**config.mk**
```make
export PLATFORM = sky130hd
export DESIGN_NAME = fopr_ctrl
export DESIGN_NICKNAME = d
export VERILOG_FILES = /design/src/core/fopr_pkg.sv /design/src/core/fopr_sync.sv /design/src/core/fopr_ctrl.sv
export SDC_FILE = /design/constraint.sdc
export NUM_CORES = 1
export LEC_CHECK = 0
export BUFFER_PORTS_ARGS = -buffer_cell sky130_fd_sc_hd__buf_2
export CORE_MARGIN = 2
export CORE_UTILIZATION = 56
export DETAILED_ROUTE_END_ITERATION = 8
export PLACE_DENSITY = 0.8
export SLEW_MARGIN = 40
export SYNTH_ARGS = -nofsm -noshare
export SYNTH_HDL_FRONTEND = slang
export SYNTH_HIERARCHICAL = 1
export SYNTH_SLANG_ARGS = --single-unit
```
**constraint.sdc**
```tcl
create_clock -name hclk -period 3 [get_ports hclk]
set_input_delay 0.15 -clock hclk [delete_from_list [all_inputs] [get_ports hclk]]
set_output_delay 0.15 -clock hclk [all_outputs]
set_load 0.02 [all_outputs]
```
**src/core/fopr_pkg.sv**
```systemverilog
// Package of constants for the FIFO offset programming and retransmit controller.
package fopr_pkg;
  // Register byte offsets on the AHB-Lite slave.
  localparam logic [7:0] FOPR_CTRL_OFS = 8'h00;
  localparam logic [7:0] FOPR_STAT_OFS = 8'h04;
  localparam logic [7:0] FOPR_EOFS_OFS = 8'h08;
  localparam logic [7:0] FOPR_FOFS_OFS = 8'h0C;
  localparam logic [7:0] FOPR_RDBK_OFS = 8'h10;
  // Command register bit positions.
  localparam int FOPR_CMD_SERIAL = 0;
  localparam int FOPR_CMD_PWRITE = 1;
  localparam int FOPR_CMD_PREAD = 2;
  localparam int FOPR_CMD_RETX = 3;
  // Offset width and serial bit count of the attached organization.
  localparam int FOPR_OFS_W = 16;
  localparam logic [5:0] FOPR_SER_BITS = 6'h20;
  // Divider for the link clocks made from hclk (half period in hclk cycles).
  localparam logic [3:0] FOPR_DIV_HALF = 4'h4;
  // Status field positions.
  localparam int FOPR_ST_BUSY = 0;
  localparam int FOPR_ST_DONE = 1;
  localparam int FOPR_ST_EMPTY = 2;
  localparam int FOPR_ST_ORN = 3;
  localparam int FOPR_ST_PAE = 4;
  localparam int FOPR_ST_PAF = 5;
  localparam int FOPR_ST_HF = 6;
  // Sequencer states.
  typedef enum logic [2:0] {
    FOPR_IDLE = 3'b000,
    FOPR_SER = 3'b001,
    FOPR_PWR = 3'b010,
    FOPR_PRD = 3'b011,
    FOPR_RTX = 3'b100,
    FOPR_WAIT = 3'b101
  } fopr_state_e;
endpackage : fopr_pkg

```
**src/core/fopr_sync.sv**
```systemverilog
// Two-flop synchroniser bank for the device's status pins.
`timescale 1ns/10ps
`default_nettype none
module fopr_sync #(
  parameter int W = 4
) (
  input wire logic hclk,
  input wire logic hresetn,
  input wire logic [W-1:0] async_in,
  output logic [W-1:0] sync_out
);
  // First stage; only the second stage reads it.
  logic [W-1:0] meta_q;
  // Both stages shift together on every clock.
  always_ff @(posedge hclk or negedge hresetn)
  begin
    if (!hresetn)
    begin
      meta_q <= '0;
      sync_out <= '0;
    end
    else
    begin
      meta_q <= async_in;
      sync_out <= meta_q;
    end
  end
endmodule : fopr_sync
`default_nettype wire

```
**src/core/fopr_ctrl.sv**
```systemverilog
// Host controller that programs, reads back and retransmits a deep FIFO.
`timescale 1ns/10ps
`default_nettype none
// Behaviour
// Serial bits shift empty LSB first, full MSB last.
// Serial load sends the whole depth bit count.
// Serial load always sends both offsets together.
// Shift enable high means edges ignored.
// Loading pauses and resumes with next bit.
// Flags valid three clocks after serial load.
// Readback only through the parallel output port.
// Parallel writes go empty, full, empty again.
// Never read and write offsets together.
// Master reset rewinds both offset pointers.
// Parallel programming may pause between registers.
// Flags valid two clocks after parallel word.
// Readback words appear on low output bits.
// Readback resumes and overwrites output word.
// Readback allowed in both timing modes.
// Retransmit needs enables high, request low edge.
// Two to D-2 words before retransmit.
// D is depth, plus one in fallthrough.
// Standard mode: empty flag marks setup end.
// Fallthrough mode: output ready marks setup end.
// Flags update shortly after retransmit setup.
// Zero latency loads first word immediately.
// Latency choice is sampled at master reset.
// Programming method fixed at master reset.
// Readback order matches parallel write order.
module fopr_ctrl
  import fopr_pkg::*;
(
  input wire logic hclk,
  input wire logic hresetn,
  input wire logic hsel,
  input wire logic [31:0] haddr,
  input wire logic [1:0] htrans,
  input wire logic hwrite,
  input wire logic [2:0] hsize,
  input wire logic [31:0] hwdata,
  input wire logic hready,
  output logic [31:0] hrdata,
  output logic hreadyout,
  output logic hresp,
  output logic write_clock,
  output logic read_clock,
  output logic serial_shift_clock,
  output logic serial_offset_input,
  output logic serial_shift_enable,
  output logic offset_load_select,
  output logic write_enable_n,
  output logic read_enable_n,
  output logic retransmit_request,
  output logic [fopr_pkg::FOPR_OFS_W-1:0] write_data_in,
  input wire logic [fopr_pkg::FOPR_OFS_W-1:0] read_data_out,
  input wire logic empty_flag_n,
  input wire logic prog_almost_empty_flag,
  input wire logic prog_almost_full_flag,
  input wire logic half_full_flag
);
  import fopr_pkg::*;

  ////////////////////////////////////////////////////////////////////////////////
  // Bus slave.
  ////////////////////////////////////////////////////////////////////////////////
  logic wr_pend_q;  // Write data phase pending.
  logic [7:0] addr_q;  // Latched address of the data phase.
  logic [FOPR_OFS_W-1:0] eofs_q;  // Empty offset to program.
  logic [FOPR_OFS_W-1:0] fofs_q;  // Full offset to program.
  logic [2*FOPR_OFS_W-1:0] rdbk_q;  // Empty and full offsets read back.
  logic [3:0] cmd_d;  // Command strobe from software.
  logic busy;  // Sequencer is working.
  logic done_q;  // Sticky completion flag.
  logic [3:0] st_sync;  // Synchronised device flags.
  wire addr_ok = hsel && htrans[1] && hready;
  wire wr_go = wr_pend_q && addr_q == FOPR_CTRL_OFS && !busy;
  assign hreadyout = 1'b1;
  assign hresp = 1'b0;
  assign cmd_d = wr_go ? hwdata[3:0] : 4'h0;
  // Empty flag sits at bit 2 so software can watch retransmit setup end. R19
  wire [31:0] stat_w = {25'h0, st_sync[3], st_sync[2], st_sync[1], 1'b0,
                        st_sync[0], done_q, busy};
  // Read mux; unmapped words read as zero.
  assign hrdata = addr_q == FOPR_STAT_OFS ? stat_w :
                  addr_q == FOPR_EOFS_OFS ? {16'h0, eofs_q} :
                  addr_q == FOPR_FOFS_OFS ? {16'h0, fofs_q} :
                  addr_q == FOPR_RDBK_OFS ? rdbk_q : 32'h0;
  // Address phase capture and register writes.
  always_ff @(posedge hclk or negedge hresetn)
  begin
    if (!hresetn)
    begin
      wr_pend_q <= 1'b0;
      addr_q <= 8'h0;
      eofs_q <= 16'h0;
      fofs_q <= 16'h0;
    end
    else
    begin
      if (wr_pend_q && addr_q == FOPR_EOFS_OFS)
        eofs_q <= hwdata[15:0];
      if (wr_pend_q && addr_q == FOPR_FOFS_OFS)
        fofs_q <= hwdata[15:0];
      if (hready)
      begin
        wr_pend_q <= addr_ok && hwrite;
        addr_q <= addr_ok ? haddr[7:0] : 8'hFF;
      end
    end
  end

  ////////////////////////////////////////////////////////////////////////////////
  // Link clock divider and synchronised status.
  ////////////////////////////////////////////////////////////////////////////////
  logic [3:0] div_q;  // Half period counter.
  logic lclk_q;  // Shared link clock level.
  wire tick = div_q == FOPR_DIV_HALF - 4'h1;
  wire rise = tick && !lclk_q;  // Enable marking the coming rising edge.
  wire fall = tick && lclk_q;  // Enable marking the coming falling edge.
  // One clock drives write, read and shift clocks of the device.
  always_ff @(posedge hclk or negedge hresetn)
  begin
    if (!hresetn)
    begin
      div_q <= 4'h0;
      lclk_q <= 1'b0;
    end
    else
    begin
      div_q <= tick ? 4'h0 : div_q + 4'h1;
      if (tick)
        lclk_q <= !lclk_q;
    end
  end
  assign write_clock = lclk_q;
  assign read_clock = lclk_q;
  assign serial_shift_clock = lclk_q;
  fopr_sync #(.W(4)) u_sync (
    .hclk(hclk),
    .hresetn(hresetn),
    .async_in({half_full_flag, prog_almost_full_flag, prog_almost_empty_flag,
               empty_flag_n}),
    .sync_out(st_sync)
  );
  logic [FOPR_OFS_W-1:0] rdo_s1_q;  // First stage of read data.
  logic [FOPR_OFS_W-1:0] rdo_q;  // Synchronised read data.
  always_ff @(posedge hclk or negedge hresetn)
  begin
    if (!hresetn)
    begin
      rdo_s1_q <= 16'h0;
      rdo_q <= 16'h0;
    end
    else
    begin
      rdo_s1_q <= read_data_out;
      rdo_q <= rdo_s1_q;
    end
  end

  ////////////////////////////////////////////////////////////////////////////////
  // Sequencer.
  ////////////////////////////////////////////////////////////////////////////////
  fopr_state_e state_q;  // Current state.
  logic [5:0] cnt_q;  // Bit or word counter.
  logic [2*FOPR_OFS_W-1:0] sh_q;  // Serial shift image, empty offset in low half.
  logic [3:0] wait_q;  // Settle edges still to wait.
  assign busy = state_q != FOPR_IDLE;
  wire ser_end = cnt_q == FOPR_SER_BITS;  // All serial bits are out.
  // Readback sample point: data settled two link edges after a read edge.
  wire rd_sample = state_q == FOPR_WAIT && rise && wait_q == 4'h1;
  always_ff @(posedge hclk or negedge hresetn)
  begin
    if (!hresetn)
    begin
      state_q <= FOPR_IDLE;
      cnt_q <= 6'h0;
      sh_q <= 32'h0;
      wait_q <= 4'h0;
      done_q <= 1'b0;
      rdbk_q <= 32'h0;
      serial_offset_input <= 1'b0;
      serial_shift_enable <= 1'b1;
      offset_load_select <= 1'b1;
      write_enable_n <= 1'b1;
      read_enable_n <= 1'b1;
      retransmit_request <= 1'b1;
      write_data_in <= 16'h0;
    end
    else
    begin
      if (wr_go && hwdata[4])
        done_q <= 1'b0;
      case (state_q)
        FOPR_IDLE:
        begin
          cnt_q <= 6'h0;
          // Only one command runs, so reads never overlap writes. R09
          if (cmd_d[FOPR_CMD_SERIAL])
          begin
            sh_q <= {fofs_q, eofs_q};
            state_q <= FOPR_SER;
          end
          else if (cmd_d[FOPR_CMD_PWRITE])
            state_q <= FOPR_PWR;
          else if (cmd_d[FOPR_CMD_PREAD])
            state_q <= FOPR_PRD;
          else if (cmd_d[FOPR_CMD_RETX])
            state_q <= FOPR_RTX;  // Software keeps two to D-2 words first. R17 R18
        end
        FOPR_SER:
        begin
          // Change pins on the falling edge; device samples on the rising one.
          if (fall)
          begin
            offset_load_select <= 1'b0;
            serial_shift_enable <= 1'b0;
            serial_offset_input <= sh_q[0];
            sh_q <= {1'b0, sh_q[31:1]};
            cnt_q <= cnt_q + 6'h1;
            if (ser_end)
            begin
              offset_load_select <= 1'b1;
              serial_shift_enable <= 1'b1;
              wait_q <= 4'h3;
              state_q <= FOPR_WAIT;
            end
          end
        end
        FOPR_PWR:
        begin
          if (fall)
          begin
            offset_load_select <= 1'b0;
            write_enable_n <= 1'b0;
            write_data_in <= cnt_q[0] ? fofs_q : eofs_q;
            cnt_q <= cnt_q + 6'h1;
            if (cnt_q == 6'h2)
            begin
              offset_load_select <= 1'b1;
              write_enable_n <= 1'b1;
              wait_q <= 4'h2;
              state_q <= FOPR_WAIT;
            end
          end
        end
        FOPR_PRD:
        begin
          // One read edge per word; empty then full. R25
          if (fall)
          begin
            offset_load_select <= 1'b0;
            read_enable_n <= 1'b0;
            cnt_q <= cnt_q + 6'h10;  // Mark a readback word in flight.
            wait_q <= 4'h2;
            state_q <= FOPR_WAIT;
          end
        end
        FOPR_RTX:
        begin
          // Enables are already high; request low across one read edge. R16
          if (fall)
          begin
            retransmit_request <= cnt_q != 6'h0;
            cnt_q <= cnt_q + 6'h1;
            if (cnt_q == 6'h1)
            begin
              wait_q <= 4'h3;
              state_q <= FOPR_WAIT;
            end
          end
        end
        FOPR_WAIT:
        begin
          // Drop the read enable after its single edge. R14
          if (fall)
          begin
            read_enable_n <= 1'b1;
            offset_load_select <= 1'b1;
          end
          if (rise)
            wait_q <= wait_q - 4'h1;
          // The wait is over; readback words are told apart by the counter mark.
          if (rd_sample)
          begin
            if (cnt_q == 6'h10)
            begin
              rdbk_q[15:0] <= rdo_q;
              cnt_q <= 6'h20;  // Fetch the full offset next.
              state_q <= FOPR_PRD;
            end
            else if (cnt_q == 6'h30)
            begin
              rdbk_q[31:16] <= rdo_q;
              done_q <= 1'b1;
              state_q <= FOPR_IDLE;
            end
            else
            begin
              done_q <= 1'b1;
              state_q <= FOPR_IDLE;
            end
          end
        end
        default:
          state_q <= FOPR_IDLE;
      endcase
    end
  end

  ////////////////////////////////////////////////////////////////////////////////
  // Checks.
  ////////////////////////////////////////////////////////////////////////////////
  pin_change_a: assert property (@(posedge hclk) disable iff (!hresetn)
    $changed(write_data_in) |-> lclk_q == 1'b0)
    else $error("data changed while link clock high");
  no_overlap_a: assert property (@(posedge hclk) disable iff (!hresetn)
    !(!write_enable_n && !read_enable_n))
    else $error("offset read and write at once");
  rt_enables_a: assert property (@(posedge hclk) disable iff (!hresetn)
    !retransmit_request |-> write_enable_n && read_enable_n)
    else $error("retransmit with enables low");
  ser_pair_a: assert property (@(posedge hclk) disable iff (!hresetn)
    !serial_shift_enable |-> !offset_load_select)
    else $error("shift enable without load select");
  ser_done_a: assert property (@(posedge hclk) disable iff (!hresetn)
    (state_q == FOPR_SER && fall && cnt_q == FOPR_SER_BITS) |=> serial_shift_enable)
    else $error("serial load did not stop at bit count");
  rt_pulse_a: assert property (@(posedge hclk) disable iff (!hresetn)
    $fell(retransmit_request) |-> !retransmit_request [*8] ##1 retransmit_request)
    else $error("retransmit request width wrong");
  pwr_end_a: assert property (@(posedge hclk) disable iff (!hresetn)
    (state_q == FOPR_PWR && fall && cnt_q == 6'h2) |=> write_enable_n && offset_load_select)
    else $error("parallel write did not end");
  rd_one_a: assert property (@(posedge hclk) disable iff (!hresetn)
    $fell(read_enable_n) |-> !read_enable_n [*8] ##1 read_enable_n)
    else $error("read enable held too long");
  ser_cov: cover property (@(posedge hclk) disable iff (!hresetn)
    state_q == FOPR_SER ##1 state_q == FOPR_WAIT);
  pwr_cov: cover property (@(posedge hclk) disable iff (!hresetn)
    state_q == FOPR_PWR ##1 state_q == FOPR_WAIT);
  prd_cov: cover property (@(posedge hclk) disable iff (!hresetn)
    $rose(done_q) && cnt_q == 6'h30);
  rtx_cov: cover property (@(posedge hclk) disable iff (!hresetn)
    $fell(retransmit_request));
endmodule : fopr_ctrl
`default_nettype wire

```
==> results.json <==
{
  "core_area_um2": 14400,
  "setup_viol_count_final": 0,
  "cts_resized": 0,
  "die_area_um2": 15600,
  "dieWidth_um": 125,
  "viasPerCell": 5.75,
  "wirelength_um": 18500,
  "clock_skew_ns": 0.0117,
  "fin_crit_sh": 0.846,
  "required_ns": 2.85,
  "dr.first_iter.drc_count": 470,
  "io_pins": 153,
  "cts-root-buf": "clkbuf_16",
  "gp_congestion": 0.851,
  "grt-ovfl-total": 0,
  "die_h_um": 125,
  "startpoint_type": "flop",
  "synth_xor_area_frac": 0.00428,
  "synth.area.mux_share": 0.151,
  "p_per_area_nw_per_um2": 675,
  "clk_pin_slew_ns": 0.08,
  "cts_setup_buffers": 0,
  "power_leakage_nw": 4.84,
  "rsz0062_at_grt": "false",
  "ys_seq_elements": 186,
  "grt_usage": 0.242,
  "setup_slack_ns": 0.463,
  "grt_max_degree": 104,
  "hold_violations": 0,
  "ys_seq_area_frac": 0.569,
  "clk_path_buf_depth": 2,
  "dr.pass1.iters": 7,
  "period_needed_ns": 2.54,
  "port-buffer-count": 106,
  "syn2layout_area_growth_pct": 21.0,
  "antenna_found_initial": 0,
  "worst_setup_path_end_kind": "primary output",
  "slew_viol_final": 0,
  "cp_max_fo": 15,
  "floorplan.initialDensity": 0.568,
  "ctsHoldBuffers": 41,
  "cts_made_buffers": 17,
  "synth_simple_gate_area_frac": 0.112,
  "dp_slack_ns": 0.533,
  "fill_cells": 1028,
  "synth_compound_area_frac": 0.106,
  "yosys_warnings": 6,
  "status": "finished clean",
  "final_common_cell": "dfrtp_1",
  "cts_sinks": 186,
  "tns_ns": 0,
  "layout_common_cells": "dfrtp_1 (181), buf_2 (105), nand2_1 (69)",
  "synthCells": 688,
  "maxCapViolations": 0,
  "drive_gt1_frac": 0.260,
  "grt_pass1_vias": 5920,
  "synthFlopType": "dfrtp_1",
  "relSlewSlack": 0.545,
  "cp.arrival_ns": 2.39,
  "fmax_mhz": 394,
  "async_reset_ff_frac": 1.00,
  "synth_cell_types": 68,
  "synth_edf_count": 0,
  "worstSetupPathType": "flop to primary output",
  "path_cells": "nor4_4, and4b_1, buf_4, nand2_1, o21ai_0, a221o_1, buf_2",
  "vias": 5852,
  "syn_avg_cell_area_um2": 11.9,
  "hpwl_um": 12100,
  "row_count": 44,
  "slowest_stage": "dfrtp_1",
  "grt_pass1_wl_um": 30200,
  "worst_path_largest_cell_delay_ns": 0.43,
  "synth_area_um2": 8190,
  "cts_tree": "yes",
  "synthAdderAreaFrac": 0.0180,
  "worstHoldPathType": "input port to flop",
  "wl_per_cell_um": 18.2,
  "vdd_drop_max_v": 0.000597,
  "htree_levels": 4,
  "synth_top_family_by_area": "multiplexers",
  "nets": 926,
  "worstSkewPairLatency_ns": 0.44,
  "syn_nets": 793,
  "drc_errors": 0,
  "antenna_left": 0,
  "insertedDiodeCount": 0,
  "worst_pin_slew_ns": 0.683
}
[per-stage QoR]
step / power, mW / instance area [um^2] / cells / hold slack (ns) / util
after floorplan: 3.98 / 8190 / 688 / -0.146 / -
after global placement: 4.29 / 8820 / 943 / 0.257 / 0.612
after detailed placement: 4.36 / 8840 / 943 / 0.237 / 0.613
after CTS: 6.70 / 9880 / 1016 / 0.00296 / 0.685
after global routing: 7.01 / 9920 / 1018 / 0.000974 / 0.687
final: 6.69 / 9920 / 1018 / 0.0166 / 0.687
[state kept, by name (all words and copies together), names as in the netlist, 8 cells and up]
name,count
rdo_q,16
rdbk_q,32
fofs_q,16
rdo_s1_q,16
sh_q,32
addr_q,8
eofs_q,16
write_data_in,16
[power by group]
group          internal [mW]  switching [mW]
clock                   1.21            1.09
sequential              2.84           0.285
combinational          0.574           0.697
[worst max-delay path: cells and delay by family (launching register included)]
family	cells	cell delay, ns
simple gates	3	0.78
buf+inv	2	0.46
flops	1	0.43
compound gates	2	0.28
[path summary, 6_finish.rpt]
kind / startpoint / endpoint / slack, ns / depth (start not counted)
max in group asynchronous: hresetn / rdbk_q[0] / 1.92 / 4
setup / recovery: addr_q[5] / hrdata[0] / 0.46 / 7
hold reg to reg: rdo_s1_q[1] / rdo_q[1] / 0.35 / 0
setup reg to reg: cnt_q[4] / wait_q[3] / 0.54 / 7
min in group asynchronous: hresetn / rdbk_q[17] / 0.20 / 2
hold / removal: hwdata[4] / eofs_q[4] / 0.02 / 2
[synth_stat cells, types with 3 or more instances]
cell,count,area share
nand2b_1,9,0.0069
nor2_1,23,0.011
o21ai_1,36,0.022
inv_1,23,0.011
buf_2,18,0.011
nand4bb_1,4,0.0055
o22a_1,8,0.0086
mux2i_1,49,0.060
and3_1,3,0.0023
nor3_1,4,0.0024
nand2_1,69,0.032
o21ai_0,31,0.019
nor3b_1,4,0.0037
dfrtp_1,181,0.55
a21oi_1,14,0.0086
buf_6,3,0.0041
a31oi_1,4,0.0031
mux2_4,10,0.018
mux2_2,37,0.051
ha_1,11,0.017
dfstp_2,5,0.016
buf_4,5,0.0046
nand3_1,9,0.0055
and2_1,19,0.015
mux2_1,16,0.022
nor4_1,4,0.0031
clkbuf_1,20,0.0092
a222oi_1,16,0.020
[per-layer routing]
| layer | share of wire | global-route usage | routed length [um] | up-vias |
|---|---|---|---|---|
| li1 | - | - | - | 2703 |
| met1 | 0.45 | 0.337 | 8350 | 2911 |
| met2 | 0.47 | 0.384 | 8740 | 208 |
| met3 | 0.059 | 0.0535 | 1090 | 30 |
| met4 | 0.017 | 0.0810 | 308 | 0 |
| met5 | 0 | 0 | 0 | - |
[cell families after synthesis]
| family | Yosys count |
|---|---|
| multiplexers | 112 |
| flip-flops | 186 |
| buffers and inverters | 69 |
| other | 2 |
| XOR/XNOR | 4 |
| adder cells (fa/ha/maj) | 12 |
| AO/OA/AOI/OAI | 134 |
| AND/OR/NAND/NOR | 169 |
[cell type report]
| type | count | area (um^2) | area share |
|---|---|---|---|
| clock buffer | 17 | 425 | 0.0429 |
| clock inverter | 15 | 206 | 0.0208 |
| inverter | 23 | 86.3 | 0.00871 |
| multi-input combinational | 433 | 3220 | 0.325 |
| sequential | 186 | 4660 | 0.470 |
| tap | 184 | 230 | 0.0232 |
| timing repair buffer | 160 | 1080 | 0.109 |
No activity file was read; power rests on OpenSTA's default activity.
